**src/hdl/acrs_map.vh**
```
// constants for the conversion and serial readout sequencer
`ifndef ACRS_MAP_VH
`define ACRS_MAP_VH

// output word layout
`define ACRS_WORD_W        32
`define ACRS_BIT_DONE_N    31
`define ACRS_BIT_CHAN      30
`define ACRS_BIT_RSVD      29
`define ACRS_BIT_SIGN      28
`define ACRS_DATA_LSB      4
`define ACRS_DATA_W        24
`define ACRS_PAD_W         4

// serial burst length, falling edges per word
`define ACRS_BURST_LEN     6'h20
`define ACRS_BURST_LAST    6'h1F

// cycles allowed for the sck synchroniser to fill before the mode sample
`define ACRS_SETTLE_CYC    3'h4

// result buffer shape
`define ACRS_FIFO_DEPTH    8
`define ACRS_FIFO_AW       3

// channel codes
`define ACRS_CHAN_ZERO     1'b0
`define ACRS_CHAN_ONE      1'b1

`endif

```
**src/hdl/acrs_sequencer.v**
```verilog
// conversion sequencer with result buffer and serial readout shifter
`timescale 1ns/1ps
`default_nettype none
`include "acrs_map.vh"

////////////////////////////////////////////////////////////////////////////////
// result buffer
module acrs_fifo #(
  parameter WIDTH = 24,
  parameter DEPTH = 8,
  parameter AW    = 3
) (
  input  wire             clk_i,
  input  wire             rst_i,
  input  wire             in_valid_i,
  output reg              in_ready_o,
  input  wire [WIDTH-1:0] in_data_i,
  output wire             out_valid_o,
  input  wire             out_ready_i,
  output wire [WIDTH-1:0] out_data_o
);

  reg [WIDTH-1:0] mem [0:DEPTH-1];
  reg [AW-1:0]    wr_ptr;
  reg [AW-1:0]    rd_ptr;
  reg [AW:0]      count;

  wire            do_push;
  wire            do_pop;
  reg  [AW:0]     next_count;

  assign do_push     = in_valid_i & in_ready_o;
  assign do_pop      = out_valid_o & out_ready_i;
  assign out_valid_o = (count != {(AW+1){1'b0}});
  assign out_data_o  = mem[rd_ptr];

  always @* begin
    next_count = count;
    if (do_push && !do_pop) begin
      next_count = count + {{AW{1'b0}}, 1'b1};
    end else if (do_pop && !do_push) begin
      next_count = count - {{AW{1'b0}}, 1'b1};
    end
  end

  always @(posedge clk_i) begin
    if (do_push) begin
      mem[wr_ptr] <= in_data_i;
    end
  end

  // ready is registered so the converter side sees a clean level
  always @(posedge clk_i) begin
    if (rst_i) begin
      wr_ptr     <= {AW{1'b0}};
      rd_ptr     <= {AW{1'b0}};
      count      <= {(AW+1){1'b0}};
      in_ready_o <= 1'b1;
    end else begin
      if (do_push) begin
        wr_ptr <= wr_ptr + {{(AW-1){1'b0}}, 1'b1};
      end
      if (do_pop) begin
        rd_ptr <= rd_ptr + {{(AW-1){1'b0}}, 1'b1};
      end
      count      <= next_count;
      in_ready_o <= (next_count != DEPTH[AW:0]);
    end
  end

endmodule // acrs_fifo

////////////////////////////////////////////////////////////////////////////////
// top: mode strap, channel ping-pong, sleep and serial shift-out
// Function
// - sample the serial clock line once after activation to choose clock mode
// - low at that sample selects external serial clock mode, host clock only
// - after each conversion sleep and hold the result until clocks arrive
// - shift held result out on serial data, then start the next conversion
// - converted input alternates channel zero, channel one, channel zero...
// - first conversion after power-up is on channel zero, then alternate
// - bit 30 of output word is low for channel zero, high for one
module acrs_sequencer (
  input  wire                      clk_i,
  input  wire                      rst_i,
  input  wire                      sck_i,
  output reg                       sdo_o,
  output reg                       conv_start_o,
  output reg                       conv_chan_o,
  input  wire                      conv_valid_i,
  input  wire [`ACRS_DATA_W-1:0]   conv_data_i,
  output wire                      conv_ready_o,
  output reg                       mode_ext_o,
  output reg                       sleep_o
);

  localparam [2:0] S_INIT  = 3'h0;
  localparam [2:0] S_START = 3'h1;
  localparam [2:0] S_WAIT  = 3'h2;
  localparam [2:0] S_SLEEP = 3'h3;
  localparam [2:0] S_IDLE  = 3'h4;

  reg  [2:0]              state;
  reg                     sck_meta;
  reg                     sck_sync;
  reg                     sck_prev;
  reg  [2:0]              settle;
  reg                     chan;
  reg  [5:0]              bit_cnt;
  reg  [`ACRS_WORD_W-1:0] shift;

  wire                    sck_fall;
  wire                    res_valid;
  wire [`ACRS_DATA_W-1:0] res_data;
  wire                    res_pop;
  wire [`ACRS_WORD_W-1:0] res_word;

  //////////////////////////////////////////////////////////////////////////////
  // sck synchroniser, 160 ns link clock is slow enough for edge detection
  always @(posedge clk_i) begin
    if (rst_i) begin
      sck_meta <= 1'b0;
      sck_sync <= 1'b0;
      sck_prev <= 1'b0;
    end else begin
      sck_meta <= sck_i;
      sck_sync <= sck_meta;
      sck_prev <= sck_sync;
    end
  end

  assign sck_fall = sck_prev & ~sck_sync;

  //////////////////////////////////////////////////////////////////////////////
  // result buffer; up to eight results can be pending, and the core is stalled
  // by its ready if the readout side falls behind
  acrs_fifo #(
    .WIDTH (`ACRS_DATA_W),
    .DEPTH (`ACRS_FIFO_DEPTH),
    .AW    (`ACRS_FIFO_AW)
  ) u_fifo (
    .clk_i       (clk_i),
    .rst_i       (rst_i),
    .in_valid_i  (conv_valid_i),
    .in_ready_o  (conv_ready_o),
    .in_data_i   (conv_data_i),
    .out_valid_o (res_valid),
    .out_ready_i (res_pop),
    .out_data_o  (res_data)
  );

  assign res_pop = (state == S_WAIT) & res_valid;

  // done flag low, channel flag, reserved, sign, upper 20 data bits, pad, lower 4 data bits
  assign res_word = {1'b0, chan, 1'b0, 1'b0,
                     res_data[`ACRS_DATA_W-1:`ACRS_PAD_W],
                     {`ACRS_PAD_W{1'b0}},
                     res_data[`ACRS_PAD_W-1:0]};

  //////////////////////////////////////////////////////////////////////////////
  // sequencer
  always @(posedge clk_i) begin
    if (rst_i) begin
      state        <= S_INIT;
      settle       <= 3'h0;
      chan         <= `ACRS_CHAN_ZERO;
      bit_cnt      <= 6'h00;
      shift        <= {`ACRS_WORD_W{1'b0}};
      sdo_o        <= 1'b1;
      conv_start_o <= 1'b0;
      conv_chan_o  <= `ACRS_CHAN_ZERO;
      mode_ext_o   <= 1'b0;
      sleep_o      <= 1'b0;
    end else begin
      conv_start_o <= 1'b0;
      case (state)
        S_INIT: begin
          // mode is strapped once; later sck activity never changes it
          if (settle == `ACRS_SETTLE_CYC) begin
            mode_ext_o <= ~sck_sync;
            if (!sck_sync) begin
              state <= S_START;
            end else begin
              state <= S_IDLE;
            end
          end else begin
            settle <= settle + 3'h1;
          end
        end
        S_START: begin
          conv_start_o <= 1'b1;
          conv_chan_o  <= chan;
          state        <= S_WAIT;
        end
        S_WAIT: begin
          if (res_valid) begin
            shift   <= res_word;
            sdo_o   <= res_word[`ACRS_WORD_W-1];
            bit_cnt <= 6'h00;
            sleep_o <= 1'b1;
            state   <= S_SLEEP;
          end
        end
        S_SLEEP: begin
          // host samples on the rising edge, next bit appears on the falling
          if (sck_fall) begin
            shift   <= {shift[`ACRS_WORD_W-2:0], 1'b0};
            sdo_o   <= shift[`ACRS_WORD_W-2];
            bit_cnt <= bit_cnt + 6'h01;
            if (bit_cnt == `ACRS_BURST_LAST) begin
              sleep_o <= 1'b0;
              sdo_o   <= 1'b1;
              chan    <= ~chan;
              state   <= S_START;
            end
          end
        end
        S_IDLE: begin
          // internal oscillator mode is not served by this block
          sleep_o <= 1'b0;
        end
        default: begin
          state <= S_INIT;
        end
      endcase
    end
  end

endmodule // acrs_sequencer

`default_nettype wire

```
**config.mk**
```make
export PLATFORM = sky130hd
export DESIGN_NAME = acrs_sequencer
export DESIGN_NICKNAME = d
export VERILOG_FILES = /design/src/hdl/acrs_sequencer.v
export VERILOG_INCLUDE_DIRS = /design/src /design/src/hdl
export SDC_FILE = /design/constraint.sdc
export NUM_CORES = 1
export LEC_CHECK = 0
export ABC_AREA = 1
export BUFFER_PORTS_ARGS = -buffer_cell sky130_fd_sc_hd__buf_2
export CAP_MARGIN = 20
export CORE_ASPECT_RATIO = 0.75
export CORE_UTILIZATION = 40
export CTS_CLUSTER_DIAMETER = 150
export DETAILED_ROUTE_END_ITERATION = 7
export SYNTH_ARGS = -nofsm -noshare
export SYNTH_HDL_FRONTEND = slang
export SYNTH_SLANG_ARGS = --single-unit
export TNS_END_PERCENT = 20
```
**constraint.sdc**
```tcl
create_clock -name clk_i -period 3.2 [get_ports clk_i]
set_input_delay 0.32 -clock clk_i [delete_from_list [all_inputs] [get_ports clk_i]]
set_output_delay 0.32 -clock clk_i [all_outputs]
set_load 0.02 [all_outputs]
```
=== Word-level counts from Yosys, hierarchy flattened ===
Memories as Yosys holds them, arrays and structs flattened. A register that Yosys moved wholly into a read port is not among the register bits.
Cells that the tools add are included.

* Flip-flop bits (word level): 63
* Bits in writable memories: 192
* Input bits: 28
* Memories kept: 1

{| class="wikitable"
|+ Memory list
! memory !! depth !! bits a word !! rd ports !! clocked after Yosys merged registers in !! write ports !! RTL line !! text
|-
| u_fifo.mem || 8 || 24 || 1 || 1 || 1 || acrs_sequencer.v:23 || <nowiki>reg [WIDTH-1:0] mem [0:DEPTH-1];</nowiki>
|}

* Add/subtract/negate cells: 6
* Equality and inequality tests: 11
* Muxes and demuxes: 27
* Bitwise operators: 8
* Reductions and logical operators: 14

{| class="wikitable"
|+ Operators with widths
! kind !! count
|-
| 2-to-1 mux 31 bit || 2
|-
| case mux 31 bit (2 select lines) || 1
|-
| 2-to-1 mux 3 bit || 7
|-
| case mux 3 bit (5 select lines) || 1
|-
| 2-to-1 mux 6 bit || 2
|-
| case mux 6 bit (2 select lines) || 1
|-
| adder 3 x 1 -> 3 bit, second input constant || 3
|-
| 2-to-1 mux 1 bit || 9
|-
| 2-to-1 mux 4 bit || 2
|-
| inequality test 2 bit, second input constant || 4
|-
| adder 6 x 1 -> 6 bit, second input constant || 1
|-
| equality test 3 x 2 -> 1 bit, second input constant || 2
|-
| equality test 3 bit, second input constant || 2
|-
| equality test 6 x 5 -> 1 bit, second input constant || 1
|-
| AND reduction 3 bit || 2
|-
| AND reduction 5 bit || 1
|-
| adder 4 x 1 -> 4 bit, second input constant || 1
|-
| AND 1 bit || 4
|-
| inequality test 4 bit, second input constant || 1
|-
| NOT 1 bit || 4
|-
| AND reduction 2 bit || 2
|-
| AND reduction 4 bit || 1
|-
| nonzero test 4 bit || 1
|-
| subtractor 4 x 1 -> 4 bit, second input constant || 1
|-
| other kinds (8) || 10
|}

=== Logic depth before layout (Yosys ltp) ===
* Depth after elaboration: 7
* Mapped depth: 11

=== Cells and area by module ===
A second synthesis with hierarchy kept.

* Cell total of the unflattened synthesis: 1,001
* Area, all modules: 10,495.1 sq um

{| class="wikitable"
|+ Modules (own cells, without submodules)
! module !! times used !! cells an instance !! area each (sq um) !! sequential area each (sq um)
|-
| acrs_fifo || 1 || 649 || 8,152.8 || 6,045.8
|-
| acrs_sequencer || 1 || 352 || 2,342.2 || 1,041.0
|}

=== Least setup slack after synthesis ===
No wires, ideal clock.

* Path type: flip-flop to flip-flop
* Start point: register u_fifo.in_ready_o
* End point: memory u_fifo.mem[0][0], enable pin
* Setup time: 0.405 ns
* Data arrival time: 1.902 ns
* Setup slack: 0.893 ns
* Cell stages (with the launch flop): 5
* Path buffers: 0
* Clock period less this slack: 2.307 ns
* Path through: dfxtp_1 nand2_1 inv_1 nand2_1 nor2_1

* Longest elaborated chain between the ends: 3

{| class="wikitable"
|+ Ends and longest elaborated chain
! element !! RTL line !! text
|-
| start: declaration || acrs_sequencer.v:16 || <nowiki>output reg in_ready_o,</nowiki>
|-
| start signal: assignment || acrs_sequencer.v:67 || <nowiki>in_ready_o <= (next_count != DEPTH[AW:0]);</nowiki>
|-
| AND 1 bit || acrs_sequencer.v:32 || <nowiki>assign do_push = in_valid_i & in_ready_o;</nowiki>
|-
| 2-to-1 mux 1 bit || acrs_sequencer.v:47 || <nowiki>if (do_push) begin</nowiki>
|-
| 2-to-1 mux 1 bit (not written as such) || acrs_sequencer.v:48 || <nowiki>mem[wr_ptr] <= in_data_i;</nowiki>
|-
| end: declaration || acrs_sequencer.v:23 ||
|}

Every way passes these cells.

=== Worst setup path in the final report ===
* Start point: register u_fifo.in_ready_o
* End point: memory u_fifo.mem[2][17], enable pin

The elaborated chain is that of the path after synthesis.

==> results.txt <==
----------------------------------------------------
[Die]
  Die ar. ... 26200 µm²
  Die height ... 140 µm
  Die Width ... 187 µm
  Placeable core region ... approximately 25000 µm²
  Boundary pin count ... 34
  Effective utilization at floorplan ... approximately 40%
  Site row count ... 50

[Routing]
  Vias ... 6690
  Final wirelength ... 22300 µm
  Number of vias per cell ... 5.15
  Residual antenna-violating net count after detailed routing ... 0
  Average wire length per cell after detail routing ... 17.2 µm
  Final routed DRC violation total ... 0
  Total iterations of the first detailed-routing run ... 5
  DRT iter0 DRCs ... 482

[Finish]
  Number of fill cells in the layout ... around 2300
  Top library cells by usage in the layout, fill and taps aside ... edfxtp_1, nor2_1, o21ai_0
  # diodes ... 0
  Signed area change from the synthesized netlist to the final layout ... 13.1%
  Fraction of layout cells with a size suffix above 1 ... 11.1%
  Final #Nets ... between 900 and 1000
  Leading cell type in the layout, fill and taps excluded ... edfxtp_1

[Pwr]
  Net switching fraction of the power ... between 20% and 30%
  Internal Pwr Total ... about 6000 µW
  Switch Pwr ... 2500 µW
  Highest ir drop seen on vdd ... around 0.42 mV
  Sequential fraction of design power ... a little under half
  Leakage power total ... 0.00405 µW
  Clock share of power ... 33.2%
  Power per cell area ... 738 nW/µm²
  Part of the power in combinational logic ... 19.6%

[Worst hold path]
  Worst Hold Depth ... 1
  Worst hold path endpoint ... u_fifo.mem[2][14]$_DFFE_PP_
  HP Class ... primary input to flop
  Hold Startpoint ... conv_data_i[14]

[Clocking]
  Worst-path clk slew ... 0.06 ns
  H-tree depth ... 1
  Sink count of the clock tree ... 258
  Cts bufs inserted ... 27
  Hold bufs inserted after CTS ... 1
  Number of instances resized during post-cts repair ... 0
  Cell at the root of the clock tree ... clkbuf_16
  Clock latency of the later-clocked register in the worst-skew pair ... 0.52 ns
  Number of post-CTS setup repair buffers ... 0
  Longest Clk Path Bufs ... 3
  TritonCTS clock tree ... built

[Timing]
  Setup repair after global routing missed its margin ... false
  Final Cycle Share ... approximately 66%
  Slew @ Worst Pin ... 1.00 ns
  Slew margin rel. ... 33.0%
  TNS Setup ... 0 ns
  Maximum operating frequency ... between 0.4 and 0.5 GHz
  Final-report hold violation count ... 0
  Final Skew ... 0.00718 ns
  Final setup violation count ... 0
  Final-report max-slew violation count ... 0
  Final setup slack of the worst path ... 1.09 ns
  Final Hold Slack ... 0.0695 ns
  Final worst path period need ... 2.11 ns

[Global routing]
  Maximum number of pins on one net before global-route repair ... 97
  Total grt overflow ... 0
  Total track usage ... 17.2%
  Global-route wire length before repair ... about 36000 µm
  Vias in the first global route ... 6233
  Initial antenna violation count ... 0

[Place]
  Pre-CTS worst setup slack ... 0.999 ns
  Port Buffer Count ... 33
  Weighted congestion at the end of routability-driven global placement ... ~0.77
  HPWL after DPL ... 12900 µm

[Worst setup path]
  R2r worst-path depth ... 5
  CP Max Fanout ... 16
  Sum of buffers and inverters on the critical path ... 2
  Required time at the worst-slack endpoint ... 3.40 ns
  Startpoint of the worst register-to-register path ... u_fifo.in_ready_o$_SDFF_PP1_
  Slack of the worst reg-to-reg path ... roughly 1.1 ns
  Critical-path top delay cell ... nor2_2
  Critical Path Start Type ... flop
  Start-to-end type of the worst setup path ... flop to flop
  Dominant delay contributor by cell family on the critical path ... simple AND/OR/NAND/NOR gates
  Worst flop-to-flop path endpoint ... u_fifo.mem[2][17]$_DFFE_PP_
  Slowest Stage Delay on Critical Path ... about 0.52 ns
  Data arrival time of the critical path ... 2.31 ns
  CP Capture Type ... flop
  Critical path, cell by cell ... nand2_1 > inv_1 > nand2_1 > nor2_2 > buf_4
  Most Frequent Cell on Critical Path ... nand2_1

[Synthesis]
  Fraction of post-synthesis cell area in the top cell type by area ... 56.4%
  Count of flip-flops with a built-in enable after synthesis ... 192
  Cell type contributing the most total cell area after synthesis ... edfxtp_1
  Synthesized instance count ... between 900 and 1000
  Yosys warnings ... 0
  Post-Synthesis Cell Area ... 10200 µm²
  Sequential-to-total area share from yosys stat ... 69.3%
  Main area contributors after synthesis ... edfxtp_1, dfxtp_1, nor2_1, o21ai_0, a21oi_1
  Synth Net Count ... 950
  Post-synthesis average cell area ... 11.2 µm²
  Synth Flop Type ... edfxtp_1
  Number of synthesized register bits ... 258
  Post-synth ARST share ... 0%
  Count of cell types in the netlist ... 27

[Outcome]
  Status ... finished clean

[Flow run]
  Max-capacitance violation count ... 0

----------------------------------------------------
==> final cells by class <==
cell class | count | area (µm²) | area share (%)
multi-input cells | 567 | 2770 | 24.0
clock buffers | 39 | 752 | 6.50
inverters | 38 | 143 | 1.23
repair buffers | 50 | 333 | 2.88
clock inverters | 10 | 48.8 | 0.422
well taps | 338 | 423 | 3.66
flip-flops and latches | 258 | 7090 | 61.3
==> routing by layer <==
metal,global-route usage [%],part of all wire [%],vias up
li1,-,-,3316
met1,25.7,50,3188
met2,26.7,44,155
met3,2.53,4.5,31
met4,3.62,1.5,0
met5,0,0,-
==> cells by family after synthesis <==
family                   Yosys count  synth area share [%]
AND/OR/NAND/NOR                  300                  12.0
AO/OA/AOI/OAI                    257                  13.8
adder cells (fa/ha/maj)            7                 0.856
flip-flops                       258                  69.3
XOR/XNOR                           3                 0.257
buffers and inverters             90                  3.79
==> power by group through the flow <==
stage	clock (µW)	combinational [µW]	sequential, µW
finish	2840	1670	4020
global route	3020	1890	4040
CTS	2900	1690	4020
detailed placement	0	1690	4080
global placement	0	1660	4080
floorplan	0	1190	4070
==> synth_stat cells (all sizes together) (7+ instances only) <==
library cell / n
clkbuf: 26
dfxtp: 66
a21oi: 75
o211ai: 48
nor2: 178
inv: 36
nand2: 68
buf: 26
edfxtp: 192
nand3: 44
o21ai: 130
ha: 7
==> per-stage QoR <==
step | std cells | instance area, µm² | total power, µW | utilization (%)
2_1_floorplan | 915 | 10200 | 5260 | -
3_3_place_gp | 1250 | 10800 | 5750 | 43.0
3_5_place_dp | 1250 | 10800 | 5770 | 43.0
4_1_cts | 1300 | 11600 | 8610 | 46.2
5_1_grt | 1300 | 11600 | 8960 | 46.2
6_report | 1300 | 11600 | 8530 | 46.2
==> worst max-delay path by stage <==
stage,cells past startpoint,slack (ns),endpoint,startpoint
2_1_floorplan,4,0.89,u_fifo.mem[0][0]$_DFFE_PP_,u_fifo.in_ready_o$_SDFF_PP1_
3_3_place_gp,6,1.08,u_fifo.mem[2][16]$_DFFE_PP_,conv_valid_i
3_5_place_dp,6,1.0,u_fifo.mem[2][19]$_DFFE_PP_,conv_valid_i
4_1_cts,5,1.08,u_fifo.mem[2][20]$_DFFE_PP_,u_fifo.in_ready_o$_SDFF_PP1_
5_1_grt,9,0.84,bit_cnt[4]$_SDFFE_PP0P_,state[2]$_SDFFE_PP0P_
6_report,5,1.09,u_fifo.mem[2][17]$_DFFE_PP_,u_fifo.in_ready_o$_SDFF_PP1_
==> sequential cells by signal (all words and copies together), names as in the netlist, 3 cells and up, named ones only <==
signal and flops:
bit_cnt 6, shift 31, u_fifo.count 4, u_fifo.mem 192, u_fifo.rd_ptr 3, state 3
u_fifo.wr_ptr 3, settle 3
Power figures use the tool's default switching activity.
